===== src/verilog/range_loader_consts.svh =====
`ifndef RANGE_LOADER_CONSTS_SVH
`define RANGE_LOADER_CONSTS_SVH

// word size in serial clock edges (both edges count)
`define CFG_WORD_BITS      24
// register contents after power-up or reset: widest bipolar range everywhere
`define CFG_RESET_VALUE    24'hFFFFFF
// bits per channel range code
`define CHAN_CODE_BITS     3
// number of channels held in the register
`define CHAN_COUNT         8
// delay from reset release to first window, in microseconds
`define FIRST_WINDOW_US    10000
// core clock rate in MHz
`define CLK_MHZ            25
// cycles for the first-window delay (exact product, no rounding)
`define FIRST_WINDOW_CYCLES (`FIRST_WINDOW_US * `CLK_MHZ)

`endif


===== src/verilog/range_loader_pkg.sv =====
package range_loader_pkg;

    // received word and its completion strobe
    typedef struct packed {
        logic        valid;
        logic [23:0] word;
    } cfg_word_t;

    // window tracking states
    typedef enum logic [1:0] {
        ST_POWERUP,
        ST_CLOSED,
        ST_OPEN
    } win_state_t;

endpackage : range_loader_pkg


===== src/verilog/lvds_range_config_loader.sv =====
`timescale 1ns/1ps
`include "range_loader_consts.svh"

// How it works
// - both serial clock edges count toward words
// - short window leaves register unchanged
// - 24 edges load word, bit 23 first
// - all-zero word never loads
// - every full non-zero word applies unless a window opens with it; trailing partial dropped
// - busy falling edge opens window, restarts count, once the power-up delay is over
// - load right after twelfth falling edge
// - reset sets register to all ones
// - zero range code disables channel at once
// - first window opens 10ms after reset
module lvds_range_config_loader #(
    parameter int FIRST_WINDOW_CYCLES = `FIRST_WINDOW_CYCLES
) (
    input  wire logic                        clk_i,
    input  wire logic                        rst_i,
    input  wire logic                        serial_clock_in_i,
    input  wire logic                        serial_config_in_i,
    input  wire logic                        busy_i,
    input  wire logic                        conv_start_i,
    output logic [`CFG_WORD_BITS-1:0]        range_cfg_o,
    output logic [`CHAN_COUNT-1:0]           chan_enable_o,
    output logic                             window_open_o
);

    // ***************************************************
    // input synchronisers
    // ***************************************************
    logic [1:0] sck_sync_q;
    logic [1:0] sdi_sync_q;
    logic [1:0] busy_sync_q;
    logic       sck_prev_q;
    logic       busy_prev_q;

    // two flops on serial clock, data and busy pins, then edge history
    always_ff @(posedge clk_i or posedge rst_i) begin
        if (rst_i) begin
            sck_sync_q  <= 2'h0;
            sdi_sync_q  <= 2'h0;
            busy_sync_q <= 2'h0;
            sck_prev_q  <= 1'b0;
            busy_prev_q <= 1'b0;
        end else begin
            sck_sync_q  <= {sck_sync_q[0], serial_clock_in_i};
            sdi_sync_q  <= {sdi_sync_q[0], serial_config_in_i};
            busy_sync_q <= {busy_sync_q[0], busy_i};
            sck_prev_q  <= sck_sync_q[1];
            busy_prev_q <= busy_sync_q[1];
        end
    end

    // history resets low like the idle pins, so no false edge after reset
    logic sck_edge;
    logic busy_fall;
    assign sck_edge  = sck_sync_q[1] ^ sck_prev_q;  // rising or falling
    assign busy_fall = busy_prev_q && !busy_sync_q[1];

    // ***************************************************
    // window control
    // ***************************************************
    range_loader_pkg::win_state_t state_q;
    logic [31:0]                  pwr_cnt_q;
    logic                         open_pulse;

    assign open_pulse = (state_q == range_loader_pkg::ST_POWERUP)
                        ? (pwr_cnt_q == 32'(FIRST_WINDOW_CYCLES - 1))
                        : busy_fall;

    // power-up delay counter
    always_ff @(posedge clk_i or posedge rst_i) begin
        if (rst_i) begin
            pwr_cnt_q <= 32'h0;
        end else if (state_q == range_loader_pkg::ST_POWERUP) begin
            pwr_cnt_q <= pwr_cnt_q + 32'h1;
        end
    end

    // window opens after delay or busy fall, closes on conversion start
    always_ff @(posedge clk_i or posedge rst_i) begin
        if (rst_i) begin
            state_q <= range_loader_pkg::ST_POWERUP;
        end else begin
            case (state_q)
                range_loader_pkg::ST_POWERUP: begin
                    if (open_pulse) begin
                        state_q <= range_loader_pkg::ST_OPEN;
                    end
                end
                range_loader_pkg::ST_CLOSED: begin
                    if (open_pulse) begin
                        state_q <= range_loader_pkg::ST_OPEN;
                    end
                end
                range_loader_pkg::ST_OPEN: begin
                    if (busy_fall) begin
                        state_q <= range_loader_pkg::ST_OPEN;  // reopen
                    end else if (conv_start_i) begin
                        state_q <= range_loader_pkg::ST_CLOSED;
                    end
                end
                default: begin
                    state_q <= range_loader_pkg::ST_CLOSED;
                end
            endcase
        end
    end

    logic in_window;
    assign in_window     = (state_q == range_loader_pkg::ST_OPEN) && !conv_start_i;
    assign window_open_o = (state_q == range_loader_pkg::ST_OPEN);

    // ***************************************************
    // word assembly
    // ***************************************************
    range_loader_pkg::cfg_word_t rx_word;

    // a word finishing as a window reopens is dropped with the partial
    ddr_word_shifter #(
        .WORD_BITS (`CFG_WORD_BITS)
    ) u_shifter (
        .clk_i   (clk_i),
        .rst_i   (rst_i),
        .clear_i (open_pulse),                  // restart per window
        .edge_i  (sck_edge && in_window),       // outside activity ignored
        .data_i  (sdi_sync_q[1]),
        .word_o  (rx_word)
    );

    // ***************************************************
    // range configuration register
    // ***************************************************
    // load on full non-zero word; 24th edge is the 12th falling edge
    always_ff @(posedge clk_i or posedge rst_i) begin
        if (rst_i) begin
            range_cfg_o <= `CFG_RESET_VALUE;
        end else if (rx_word.valid && (rx_word.word != '0)) begin
            range_cfg_o <= rx_word.word;
        end
    end

    // channel enables follow the register immediately
    always_comb begin
        for (int i = 0; i < `CHAN_COUNT; i++) begin
            chan_enable_o[i] =
                (range_cfg_o[i*`CHAN_CODE_BITS +: `CHAN_CODE_BITS] != 3'h0);
        end
    end

    // ***************************************************
    // checks
    // ***************************************************
    AST_RESET_ALL_ONES: assert property (@(posedge clk_i)
        $rose(!rst_i) |-> range_cfg_o == `CFG_RESET_VALUE)
        else $error("range register not all ones after reset");

    AST_ZERO_KEEPS: assert property (@(posedge clk_i) disable iff (rst_i)
        (rx_word.valid && rx_word.word == '0) |=> $stable(range_cfg_o))
        else $error("zero word changed range register");

    AST_LOAD_WORD: assert property (@(posedge clk_i) disable iff (rst_i)
        (rx_word.valid && rx_word.word != '0) |=> range_cfg_o == $past(rx_word.word))
        else $error("full word not loaded");

    AST_ONLY_ON_WORD: assert property (@(posedge clk_i) disable iff (rst_i)
        !rx_word.valid |=> $stable(range_cfg_o))
        else $error("register changed without full word");

    AST_LOAD_AFTER_EDGE: assert property (@(posedge clk_i) disable iff (rst_i)
        rx_word.valid |-> $past(sck_edge && in_window))
        else $error("word completed without serial edge");

    AST_CLOSED_IGNORE: assert property (@(posedge clk_i) disable iff (rst_i)
        (state_q != range_loader_pkg::ST_OPEN) |=> !rx_word.valid)
        else $error("word accepted outside window");

    AST_BUSY_OPENS: assert property (@(posedge clk_i) disable iff (rst_i)
        (busy_fall && state_q != range_loader_pkg::ST_POWERUP) |=> window_open_o)
        else $error("busy fall did not open window");

    AST_CHAN_DISABLE: assert property (@(posedge clk_i) disable iff (rst_i)
        (range_cfg_o[2:0] == 3'h0) |-> !chan_enable_o[0])
        else $error("zero code channel still enabled");

    // reset and power-up
    AST_RESET_HOLD: assert property (@(posedge clk_i)
        rst_i |-> (range_cfg_o == `CFG_RESET_VALUE) && (chan_enable_o == '1))
        else $error("register or enables wrong during reset");

    AST_POWERUP_OPEN: assert property (@(posedge clk_i) disable iff (rst_i)
        (state_q == range_loader_pkg::ST_POWERUP && pwr_cnt_q == 32'(FIRST_WINDOW_CYCLES - 1))
        |=> window_open_o)
        else $error("first window not opened after power-up delay");

    AST_POWERUP_SHUT: assert property (@(posedge clk_i) disable iff (rst_i)
        (state_q == range_loader_pkg::ST_POWERUP && pwr_cnt_q != 32'(FIRST_WINDOW_CYCLES - 1))
        |=> !window_open_o)
        else $error("window opened before power-up delay");

    // window and words
    AST_OPEN_DROPS: assert property (@(posedge clk_i) disable iff (rst_i)
        open_pulse |=> !rx_word.valid)
        else $error("word completed as window opened");

    AST_WORD_SPACING: assert property (@(posedge clk_i) disable iff (rst_i)
        rx_word.valid |=> (!rx_word.valid) [*8])
        else $error("words closer than a full word of edges");

    AST_CONV_CLOSES: assert property (@(posedge clk_i) disable iff (rst_i)
        (window_open_o && conv_start_i && !busy_fall) |=> !window_open_o)
        else $error("window stayed open at conversion start");

    // channel enables
    AST_CHAN_ENABLE: assert property (@(posedge clk_i) disable iff (rst_i)
        (range_cfg_o[2:0] != 3'h0) |-> chan_enable_o[0])
        else $error("non-zero code channel disabled");

    AST_CHAN_TOP_OFF: assert property (@(posedge clk_i) disable iff (rst_i)
        (range_cfg_o[23:21] == 3'h0) |-> !chan_enable_o[7])
        else $error("zero code top channel still enabled");

endmodule : lvds_range_config_loader


===== src/verilog/ddr_word_shifter.sv =====
`timescale 1ns/1ps
`include "range_loader_consts.svh"

// shifts one data bit per serial clock edge, flags each full word unless clear_i comes with it
module ddr_word_shifter #(
    parameter int WORD_BITS = `CFG_WORD_BITS
) (
    input  wire logic                       clk_i,
    input  wire logic                       rst_i,
    input  wire logic                       clear_i,
    input  wire logic                       edge_i,
    input  wire logic                       data_i,
    output range_loader_pkg::cfg_word_t     word_o
);

    logic [WORD_BITS-1:0] shift_q;
    logic [4:0]           count_q;
    logic                 full_d;

    assign full_d = edge_i && (count_q == 5'(WORD_BITS - 1));

    // edge counter and shift register, restarted when a window opens
    always_ff @(posedge clk_i or posedge rst_i) begin
        if (rst_i) begin
            shift_q <= '0;
            count_q <= '0;
        end else if (clear_i) begin
            shift_q <= '0;  // partial word dropped
            count_q <= '0;
        end else if (edge_i) begin
            shift_q <= {shift_q[WORD_BITS-2:0], data_i};  // msb first
            count_q <= full_d ? 5'h00 : count_q + 5'h01;  // both edges
        end
    end

    // complete word strobe
    always_ff @(posedge clk_i or posedge rst_i) begin
        if (rst_i) begin
            word_o <= '0;
        end else begin
            word_o.valid <= full_d && !clear_i;
            word_o.word  <= {shift_q[WORD_BITS-2:0], data_i};
        end
    end

endmodule : ddr_word_shifter


===== config.mk =====
export PLATFORM = sky130hd
export DESIGN_NAME = lvds_range_config_loader
export DESIGN_NICKNAME = d
export VERILOG_FILES = /design/src/verilog/range_loader_pkg.sv /design/src/verilog/lvds_range_config_loader.sv /design/src/verilog/ddr_word_shifter.sv
export VERILOG_INCLUDE_DIRS = /design/src /design/src/verilog
export SDC_FILE = /design/constraint.sdc
export NUM_CORES = 1
export LEC_CHECK = 0
export CORE_MARGIN = 1.5
export CORE_UTILIZATION = 57
export CTS_BUF_LIST = sky130_fd_sc_hd__clkbuf_4 sky130_fd_sc_hd__clkbuf_8
export DETAILED_ROUTE_END_ITERATION = 8
export DONT_BUFFER_PORTS = 1
export PLACE_DENSITY = 0.72
export SETUP_SLACK_MARGIN = 0.2
export SYNTH_ARGS = -nofsm -noshare
export SYNTH_HDL_FRONTEND = slang
export SYNTH_SLANG_ARGS = --single-unit

===== constraint.sdc =====
create_clock -name clk_i -period 8.6 [get_ports clk_i]
set_clock_uncertainty 0.15 [all_clocks]
set_input_delay 2.58 -clock clk_i [delete_from_list [all_inputs] [get_ports clk_i]]
set_output_delay 2.58 -clock clk_i [all_outputs]
set_load 0.02 [all_outputs]

==> results of run 1 <==
power groups by stage:
stage / logic, uW / registers [uW] / clock network (uW)
after floorplan: 87.3 / 615 / 0
final: 96.7 / 616 / 577
after global placement: 96.1 / 625 / 0
after CTS: 98.6 / 616 / 591
after global routing: 111 / 621 / 616
after detailed placement: 98.5 / 626 / 0
final cells by class:
type	count	area [sq um]	area share, %
clock buffers	18	241	4.61
clock inverters	14	224	4.28
inverters	3	13.8	0.263
multi-input cells	246	1600	30.6
flip-flops and latches	119	3010	57.5
well taps	102	128	2.44
repair buffers	2	15.0	0.287
state kept, by name, indices dropped and copies added (netlist names), 2 cells and up:
| name | cells |
|---|---|
| u_shifter.word_o | 25 |
| busy_sync_q | 2 |
| state_q | 2 |
| sck_sync_q | 2 |
| u_shifter.count_q | 5 |
| range_cfg_o | 24 |
| sdi_sync_q | 2 |
| u_shifter.shift_q | 23 |
| pwr_cnt_q | 32 |
routing by layer:
| metal | track usage, % | up-vias | wire, um |
|---|---|---|---|
| met5 | 0 | - | 0 |
| met4 | 7.96 | 0 | 64 |
| met3 | 5.85 | 10 | 284 |
| met2 | 31.5 | 62 | 3770 |
| met1 | 25.3 | 1384 | 3510 |
| li1 | - | 1358 | - |
path summary, 6_finish.rpt:
kind	from	endpoint	slack, ns	cells after the start
max in group asynchronous	rst_i	u_shifter.shift_q[18]	5.10	2
min in group asynchronous	rst_i	busy_sync_q[0]	1.88	1
max	conv_start_i	u_shifter.count_q[4]	4.53	4
max reg2reg	u_shifter.word_o[11]	range_cfg_o[21]	6.10	4
min reg2reg	sdi_sync_q[0]	sdi_sync_q[1]	0.20	0
min	sdi_sync_q[0]	sdi_sync_q[1]	0.20	0
per-stage QoR:
step	utilization (%)	hold slack [ns]	instances	instance area, sq um	setup WS [ns]
after floorplan	-	0.181	383	4680	2.75
after global routing	66.7	0.206	504	5230	4.48
after CTS	66.7	0.201	504	5230	4.52
after detailed placement	60.8	0.186	472	4770	4.08
after global placement	60.8	0.182	472	4770	4.13
final	66.7	0.198	504	5230	4.53
worst reg2reg max path: cells and delay by family (launching register included):
kind | cells | cell delay (ns)
flops | 1 | 0.39
mux | 1 | 0.44
simple gates | 2 | 0.53
compound gates | 1 | 0.92
cell families (layout without fill, tap and decap cells):
family | after synthesis | after routing
compound gates | 33 | 33
fa+ha+maj | 2 | 2
simple gates | 152 | 152
xor+xnor | 33 | 33
mux | 26 | 26
flops | 119 | 119
buf+inv | 18 | 37
cells in the final DEF, fill, tap and decap left out, types with 8 or more instances in the layout:
| cell type | Yosys | layout |
|---|---|---|
| nor4_1 | 13 | 13 |
| nand3_1 | 17 | 17 |
| nand2_1 | 58 | 58 |
| nand4_1 | 16 | 16 |
| mux2_2 | 25 | 25 |
| or3_1 | 9 | 9 |
| a21oi_1 | 25 | 25 |
| nor2_1 | 8 | 8 |
| dfstp_2 | 24 | 24 |
| xnor2_1 | 28 | 28 |
| clkbuf_8 | 0 | 17 |
| dfrtp_1 | 95 | 95 |
==> results.md, run 1 <==
- XOR/XNOR share of the synthesized area: 6.18%
- First-pass GRT wire length: 13,200 um
- DRT Pass-1 Iters: 5
- CTS H-Tree Depth: 4
- Initial DRC count: 130
- Final Hold Viols: 0
- Routability cong.: 0.795
- Nets: 397
- Core box area: 7850 sq um
- Unrepaired setup endpoints after global routing: no
- Post-cts resize count: 0
- Post-Syn Nets: 391
- Post-Syn Instances: 383
- FILL cells: 587
- Predominant post-synthesis flop cell: dfrtp_1
- CTS buffer count: 17
- VDD IR max: 0.163 mV
- CP max FO: 27
- Inserted Diodes: 0
- Yosys warning count: 0
- Clock Latency Late Sink: 0.43 ns
- Switch share: 24.3%
- DRC Markers: 0
- Final setup fails: 0
- Area Overhead vs Synth: 11.9%
- Compound-Gate Fraction of Synth Area: 3.75%
- DR vias/cell: 5.58
- Final WL: 7630 um
- CTS tree: yes
- Hold Buf Count CTS: 0
- Fin crit period: 4.07 ns
- Crit. End Element: register
- Post-route ant nets: 0
- Critical path type: input port to register
- Flops & latches, synth: 119
- Tcrit/Tclk final: 47.3%
- Num rows: 32
- P_sw: 313 uW
- Die area: 8760 sq um
- Internal Pwr Total: 976 uW
- Post-synthesis simple-gate area fraction: 17.2%
- Synth top area share: 50.8%
- Die Width: 93.6 um
- Max Cap Viol: 0
- Initial Utilization: 59.6%
- Critical Path RT: 8.80 ns
- Final Max Slew Viols: 0
- Async S/R FF share, synth: 100%
- Slowest stage delay, CP: 0.64 ns
- Sequential area share after synthesis: 64.3%
- Leakage: 0.00234 uW
- Max-slew headroom: 23.6%
- Root Driver: clkbuf_8
- Total clock sinks: 119
- Avg Cell Area, Syn: 12.2 sq um
- Worst Path Buf+Inv: 0
- Worst Tran Pin Value: 1.15 ns
- Total power: 1290 uW
- Comb power frac: 7.5%
- Hpwl dp: 4990 um
- Via count: 2,814
- Leading area contributor after synthesis: dfrtp_1
- Synth unique cells: 39
- Worst Hold Class: register to register
- Startpoint type of the worst setup path: input port
- Wire per inst: 15.1 um
- Mux cell area share after synthesis: 6.23%
- Max Root-Sink Buffers: 2
- Total Routing Usage GR: 19.7%
- Main combinational cell family by area after synthesis: simple AND/OR/NAND/NOR gates
- Share of cells above drive strength 1: 22.9%
- Die Ht: 93.6 um
- Final TNS setup: 0 ns
- IO Pins: 39
- Delay-heaviest family, CP: simple AND/OR/NAND/NOR gates
- Commonest cells post-synth: dfrtp_1 (95), nand2_1 (58), xnor2_1 (28)
- Clock share of power: 44.8%
- Number of synthesized flops with an enable pin: 0
- Vias in the first global route: 2,839
- Worst Path Arrival: 4.27 ns
- Aggregate global routing overflow: 0
- Largest net degree at the start of global routing: 85
- Sequential share of power: 47.7%
- Share of synthesized cell area in full adder, half adder and majority cells: 0.535%
- Post-CTS Setup Bufs: 0
- Initial antenna violation count: 0
- Fmax: 246 MHz
- Most frequent cell after synthesis: dfrtp_1
- Sequence of cells on the critical path: or3b_4, or2_1, or4b_4, a21oi_2
- Port Buf Inserts: 0
- Largest cells by area after synthesis: dfrtp_1 (51%), dfstp_2 (13%), mux2_2 (6.0%)
- Status: finished clean
- Clock-pin slew on the worst setup and hold paths: 0.07 ns
- Syn Std Cell Area: 4680 sq um
- Critical-path top delay cell: or4b_4
- PD cells: 246 nW/um^2
No activity file was read; power rests on OpenSTA's default activity.
==> run 2: changes to the inputs <==
Settings changed: ABC_AREA set to 1.
Clock period 8.6 ns to 3.9 ns, I/O delays scaled along.
==> results.md, run 2 <==
- Status: finished clean (unchanged)
- Fin crit period: 2.65 ns
- Total clock sinks: 119 (unchanged)
- Initial Utilization: 59.6% (about the same)
- Crit. End Element: primary output (was register)
- CTS H-Tree Depth: 4 (unchanged)
- Worst Path Arrival: 1.33 ns (was 4.27 ns)
- Leakage: 0.00251 uW (was 0.00234 uW)
- VDD IR max: 0.327 mV (was 0.163 mV)
- DRC Markers: 0 (unchanged)
- Final Hold Viols: 0 (unchanged)
- Top flop regs: pwr_cnt_q x32, u_shifter.word_o x25, range_cfg_o x24 (unchanged)
- Share of cells above drive strength 1: 14.7% (was 22.9%)
- Die area: 9240 sq um (was 8760 sq um)
- CTS buffer count: 17 (unchanged)
- Num rows: 33 (was 32)
- Die Ht: 96.1 um (was 93.6 um)
- Post-CTS Setup Bufs: 0 (unchanged)
- Fmax: 377 MHz
- Post-cts resize count: 0 (unchanged)
- First-pass GRT wire length: 14,300 um (was 13,200 um)
- Worst Hold Class: register to register (unchanged)
- Largest Register: pwr_cnt_q (unchanged)
- Most frequent cell after synthesis: nand2_1 (was dfrtp_1)
- Post-route ant nets: 0 (unchanged)
- Number of synthesized flops with an enable pin: 0 (unchanged)
- Critical-path top delay cell: or3_1 (was or4b_4)
- Critical path type: register to primary output (was input port to register)
- Final Max Slew Viols: 0 (unchanged)
- Final WS setup: 1.25 ns (was 4.53 ns)
- Vias in the first global route: 3,039 (was 2,839)
- Clock Latency Late Sink: 0.43 ns (about the same)
- Nets: 539 (was 397)
- Largest net degree at the start of global routing: 59 (was 85)
- Commonest non-fill, non-tap cell in the layout: nand2_1 (was dfrtp_1)
- Post-Syn Nets: 528 (was 391)
- Worst Tran Pin Value: 0.878 ns (was 1.15 ns)
- Synth top area share: 48.1% (was 50.8%)
- Routability cong.: 0.842 (was 0.795)
- Via count: 3,415 (was 2,814)
- Inserted Diodes: 0 (unchanged)
- Critical Path RT: 2.58 ns (was 8.80 ns)
- Async S/R FF share, synth: 100% (unchanged)
- DRT Pass-1 Iters: 4 (was 5)
- Wire per inst: 13.2 um (was 15.1 um)
- Register area: 3010 sq um (unchanged)
- Unrepaired setup endpoints after global routing: no (unchanged)
- Synth unique cells: 29 (was 39)
- Delay-heaviest family, CP: simple AND/OR/NAND/NOR gates (unchanged)
- Total Routing Usage GR: 20.9% (was 19.7%)
- Sequential area share after synthesis: 60.8% (was 64.3%)
- Area Overhead vs Synth: 10.1% (was 11.9%)
- Syn Std Cell Area: 4940 sq um (was 4680 sq um)
- Predominant post-synthesis flop cell: dfrtp_1 (unchanged)
- PD cells: 428 nW/um^2 (was 246 nW/um^2)
- Root Driver: clkbuf_8 (unchanged)
- Die Width: 96.1 um (was 93.6 um)
- Tcrit/Tclk final: 68.1%
- Area of the multi-input gates: 1640 sq um (was 1600 sq um)
- Final WL: 8560 um (was 7630 um)
- Core box area: 8300 sq um (was 7850 sq um)
- Clock-pin slew on the worst setup and hold paths: 0.08 ns (was 0.07 ns)
- Sequence of cells on the critical path: or3_1 (was or3b_4, or2_1, or4b_4, a21oi_2)
- Max Cap Viol: 0 (unchanged)
- Port Buf Inserts: 0 (unchanged)
- Slowest stage delay, CP: 0.49 ns (was 0.64 ns)
- DR vias/cell: 5.26 (was 5.58)
- Commonest cells post-synth: nand2_1 (140), dfrtp_1 (95), inv_1 (60) (was dfrtp_1 (95), nand2_1 (58), xnor2_1 (28))
- Max FFs per register: 32 (unchanged)
- Post-Syn Instances: 520 (was 383)
- Final TNS setup: 0 ns (unchanged)
- Flop2flop setup slack: 1.60 ns (was 6.10 ns)
- Initial antenna violation count: 0 (unchanged)
- Avg Cell Area, Syn: 9.51 sq um (was 12.2 sq um)
- IO Pins: 39 (unchanged)
- Aggregate global routing overflow: 0 (unchanged)
- Leading area contributor after synthesis: dfrtp_1 (unchanged)
- CP max FO: 3 (was 27)
- CTS tree: yes (unchanged)
- Startpoint type of the worst setup path: register (was input port)
- Yosys warning count: 0 (unchanged)
- Final setup fails: 0 (unchanged)
- Flops & latches, synth: 119 (unchanged)
- Pre-CTS setup slack: 1.05 ns (was 4.08 ns)
- FILL cells: 646 (was 587)
- Max Root-Sink Buffers: 2 (unchanged)
- Largest cells by area after synthesis: dfrtp_1 (48%), dfstp_2 (13%), nand2_1 (11%) (was dfrtp_1 (51%), dfstp_2 (13%), mux2_2 (6.0%))
- Hold Buf Count CTS: 0 (unchanged)
- Worst Path Buf+Inv: 0 (unchanged)
- Max-slew headroom: 41.3% (was 23.6%)
- Hpwl dp: 5880 um (was 4990 um)
- Commonest cells after routing, fill and taps aside: nand2_1 (140), dfrtp_1 (95), inv_1 (59), nor2_1 (28), a21oi_1 (28) (was dfrtp_1 (95), nand2_1 (58), xnor2_1 (28), mux2_2 (25), a21oi_1 (25))
- Initial DRC count: 233 (was 130)
==> run 2: cell types whose count changed after synthesis, sizes merged, moves of 8 or more <==
| cell | change |
|---|---|
| mux2 | -25 |
| xnor2 | -22 |
| nand2 | +89 |
| nor3 | +10 |
| o21ai | +23 |
| nor2 | +28 |
| xor2 | +13 |
| nand3 | +8 |
| nor4 | -13 |
| inv | +58 |
| clkbuf | -8 |
==> run 2: per-layer routing <==
layer,GRT usage (%),part of all wire [%],vias to the layer above
met5,0,0,-
met1,30.8,49,1632
met3,6.71,4.8,17
met2,28.8,45,84
li1,-,-,1682
met4,7.72,1.5,0
==> run 2: worst paths after layout <==
path                                         to  depth (start not counted)            from
max                            chan_enable_o[2]                          1  range_cfg_o[7]
min in group asynchronous         sdi_sync_q[0]                          1           rst_i
max in group asynchronous       range_cfg_o[18]                          2           rst_i
max reg2reg                u_shifter.count_q[0]                          8      state_q[0]
min reg2reg                       sck_sync_q[1]                          0   sck_sync_q[0]
min                               sck_sync_q[1]                          0   sck_sync_q[0]
==> run 2: area by class of cell <==
type	instances	share of cell area, %
Sequential cell	119	55.3
Multi-Input combinational cell	327	30.1
Clock buffer	20	4.94
Inverter	63	4.44
Tap cell	105	2.41
Clock inverter	12	2.16
Timing Repair Buffer	3	0.644
==> run 2: kinds of logic after synthesis <==
group / Yosys count / synth area share [%]
XOR/XNOR: 24 / 4.25
buffers and inverters: 74 / 6.00
flip-flops: 119 / 60.8
AND/OR/NAND/NOR: 246 / 22.8
adder cells (fa/ha/maj): 2 / 0.506
AO/OA/AOI/OAI: 55 / 5.64
==> run 2: power by group <==
part           switching [uW]  leakage (uW)  internal, uW
Clock                     508      0.000187           553
Combinational            24.7      0.000791          4.23
Sequential               1.88       0.00153          1240
Total                     534       0.00251          1800
==> run 2: through the flow <==
stage               hold slack (ns)  instance area (sq um)  utilization (%)  total power, uW  std cells
finish                        0.207                   5440             65.6             2330        649
CTS                           0.213                   5440             65.6             2360        649
global route                  0.214                   5440             65.6             2420        649
floorplan                     0.181                   4950                -             1280        520
global placement              0.193                   5060             60.9             1290        617
detailed placement            0.186                   5060             60.9             1290        617
==> run 3: changes to the inputs <==
Clock period 3.9 ns to 2.8 ns, I/O delays scaled along.
==> results.md, run 3 (synthesis results as in run 2) <==
- Critical-path top delay cell: or3_1 (unchanged)
- Clock Latency Late Sink: 0.44 ns (was 0.43 ns)
- Met2 usage: 32.9% (was 28.8%)
- Post-route ant nets: 0 (unchanged)
- CTS tree: yes (unchanged)
- Fin crit period: 2.33 ns
- Port Buf Inserts: 0 (unchanged)
- Final Max Slew Viols: 0 (unchanged)
- DRT Pass-1 Iters: 4 (unchanged)
- Die Ht: 96.1 um (unchanged)
- Commonest non-fill, non-tap cell in the layout: nand2_1 (unchanged)
- Leakage: 0.00254 uW (was 0.00251 uW)
- Max-slew headroom: 52.3% (was 41.3%)
- GRT met1 Usage: 30.2% (was 30.8%)
- Nets: 539 (unchanged)
- Sequence of cells on the critical path: or3_1 (unchanged)
- R2R depth: 7 (was 8)
- Die area: 9240 sq um (unchanged)
- Share of cells above drive strength 1: 14.7% (unchanged)
- Max FFs per register: 32 (unchanged)
- Largest Register: pwr_cnt_q (unchanged)
- CP max FO: 3 (unchanged)
- FILL cells: 694 (was 646)
- Status: finished clean (unchanged)
- Top flop regs: pwr_cnt_q x32, u_shifter.word_o x25, range_cfg_o x24 (unchanged)
- Commonest cells after routing, fill and taps aside: nand2_1 (140), dfrtp_1 (95), inv_1 (59), nor2_1 (28), a21oi_1 (28) (unchanged)
- Die Width: 96.1 um (unchanged)
- Slowest stage delay, CP: 0.49 ns (about the same)
- Clock share of power: 47.9% (was 45.5%)
- PD cells: 619 nW/um^2 (was 428 nW/um^2)
- Worst Tran Pin Value: 0.711 ns (was 0.878 ns)
- Final setup fails: 0 (unchanged)
- Met3 global-route usage: 6.87% (was 6.71%)
- Hold Buf Count CTS: 0 (unchanged)
- Worst R2R Start: state_q[0] (unchanged)
- CTS buffer count: 17 (unchanged)
- Cell depth of the worst setup path: 1 (unchanged)
- Worst Path Arrival: 1.34 ns (was 1.33 ns)
- Post-CTS Setup Bufs: 0 (unchanged)
- Gr busiest metal: met2 (was met1)
- Initial antenna violation count: 0 (unchanged)
- Delay-heaviest family, CP: simple AND/OR/NAND/NOR gates (unchanged)
- Aggregate global routing overflow: 0 (unchanged)
- Post-cts resize count: 0 (unchanged)
- First-pass GRT wire length: 15,000 um (was 14,300 um)
- Util after Layout: 66.1% (was 65.6%)
- Worst Path Buf+Inv: 0 (unchanged)
- IO Pins: 39 (unchanged)
- DRC Markers: 0 (unchanged)
- Routability cong.: 0.914 (was 0.842)
- Hold path cells: 0 (unchanged)
- Critical path type: register to primary output (unchanged)
- Final TNS setup: 0 ns (unchanged)
- Min-delay src: sdi_sync_q[0] (was sck_sync_q[0])
- VDD IR max: 0.402 mV (was 0.327 mV)
- Critical Path RT: 1.81 ns (was 2.58 ns)
- Vias in the first global route: 3,238 (was 3,039)
- Sequential share of power: 50.9% (was 53.3%)
- Final Hold Viols: 0 (unchanged)
- P_sw: 831 uW (was 534 uW)
- Largest net degree at the start of global routing: 73 (was 59)
- Final WL: 8880 um (was 8560 um)
- Unrepaired setup endpoints after global routing: no (unchanged)
- Via count: 3,409 (was 3,415)
- Core box area: 8300 sq um (unchanged)
- Internal Pwr Total: 2570 uW (was 1800 uW)
- Startpoint type of the worst setup path: register (unchanged)
- Clock-pin slew on the worst setup and hold paths: 0.08 ns (about the same)
- DR vias/cell: 5.25 (was 5.26)
- FF-to-FF End: u_shifter.count_q[0] (unchanged)
- Flop2flop setup slack: 0.83 ns (was 1.60 ns)
- Root Driver: clkbuf_8 (unchanged)
- Area Overhead vs Synth: 11.0% (was 10.1%)
- Hold path endpoint: sdi_sync_q[1] (was sck_sync_q[1])
- Max Cap Viol: 0 (unchanged)
- Total clock sinks: 119 (unchanged)
- Tcrit/Tclk final: 83.3%
- CTS H-Tree Depth: 4 (unchanged)
- Fmax: 429 MHz
- Initial Utilization: 59.6% (unchanged)
- Initial DRC count: 148 (was 233)
- Crit. End Element: primary output (unchanged)
- Total Routing Usage GR: 21.8% (was 20.9%)
- Hpwl dp: 5960 um (was 5880 um)
- Num rows: 33 (unchanged)
- Inserted Diodes: 0 (unchanged)
- Worst Hold Class: register to register (unchanged)
- Switch share: 24.5% (was 22.9%)
- Wire per inst: 13.7 um (was 13.2 um)
- Max Root-Sink Buffers: 2 (unchanged)
- Comb power frac: 1.3% (was 1.2%)
-- run 3: cell count changes in the layout (fill, tap and decap cells not counted), moves of 2 or more --
| cell | before | now |
|---|---|---|
| clkbuf_8 | 19 | 17 |
| clkinv_4 | 1 | 3 |
| clkinvlp_4 | 5 | 2 |
| inv_8 | 0 | 5 |
-- run 3: layout make-up --
type | instances | area (sq um) | area share (%)
clock inverter | 15 | 185 | 3.37
tap | 105 | 131 | 2.39
multi-input combinational | 327 | 1640 | 29.9
inverter | 63 | 241 | 4.40
sequential | 119 | 3010 | 54.8
clock buffer | 17 | 234 | 4.26
timing repair buffer | 3 | 47.5 | 0.866
-- run 3: power groups by stage --
stage                     sequential, uW  clock [uW]  combinational, uW
after floorplan                     1760           0               28.6
after global placement              1760           0               44.9
after detailed placement            1760           0               45.0
after CTS                           1730        1650               45.2
after global routing                1730        1740               51.2
final                               1730        1630               42.6
-- run 3: how the worst max path moves through the flow --
stage                     from              endpoint  slack (ns)
3_3_place_gp      conv_start_i  u_shifter.count_q[0]        0.57
5_1_grt        range_cfg_o[21]      chan_enable_o[7]        0.42
4_1_cts        range_cfg_o[18]      chan_enable_o[6]        0.44
6_report       range_cfg_o[18]      chan_enable_o[6]        0.47
2_1_floorplan            rst_i           busy_prev_q        0.37
3_5_place_dp      conv_start_i  u_shifter.count_q[0]        0.53
-- run 3: layer usage --
layer | vias to the layer above | part of all wire, %
met1 | 1662 | 47
met5 | - | 0
met3 | 17 | 3.2
li1 | 1674 | -
met4 | 0 | 1.6
met2 | 56 | 48
-- run 3: metrics by stage --
stage	power, uW	worst slack, ns	hold slack (ns)	instances	area, sq um
floorplan	1790	0.374	0.181	520	4950
global placement	1810	0.570	0.185	617	5070
detailed placement	1810	0.534	0.189	617	5070
CTS	3430	0.444	0.216	649	5490
global route	3520	0.419	0.218	649	5490
finish	3400	0.467	0.209	649	5490
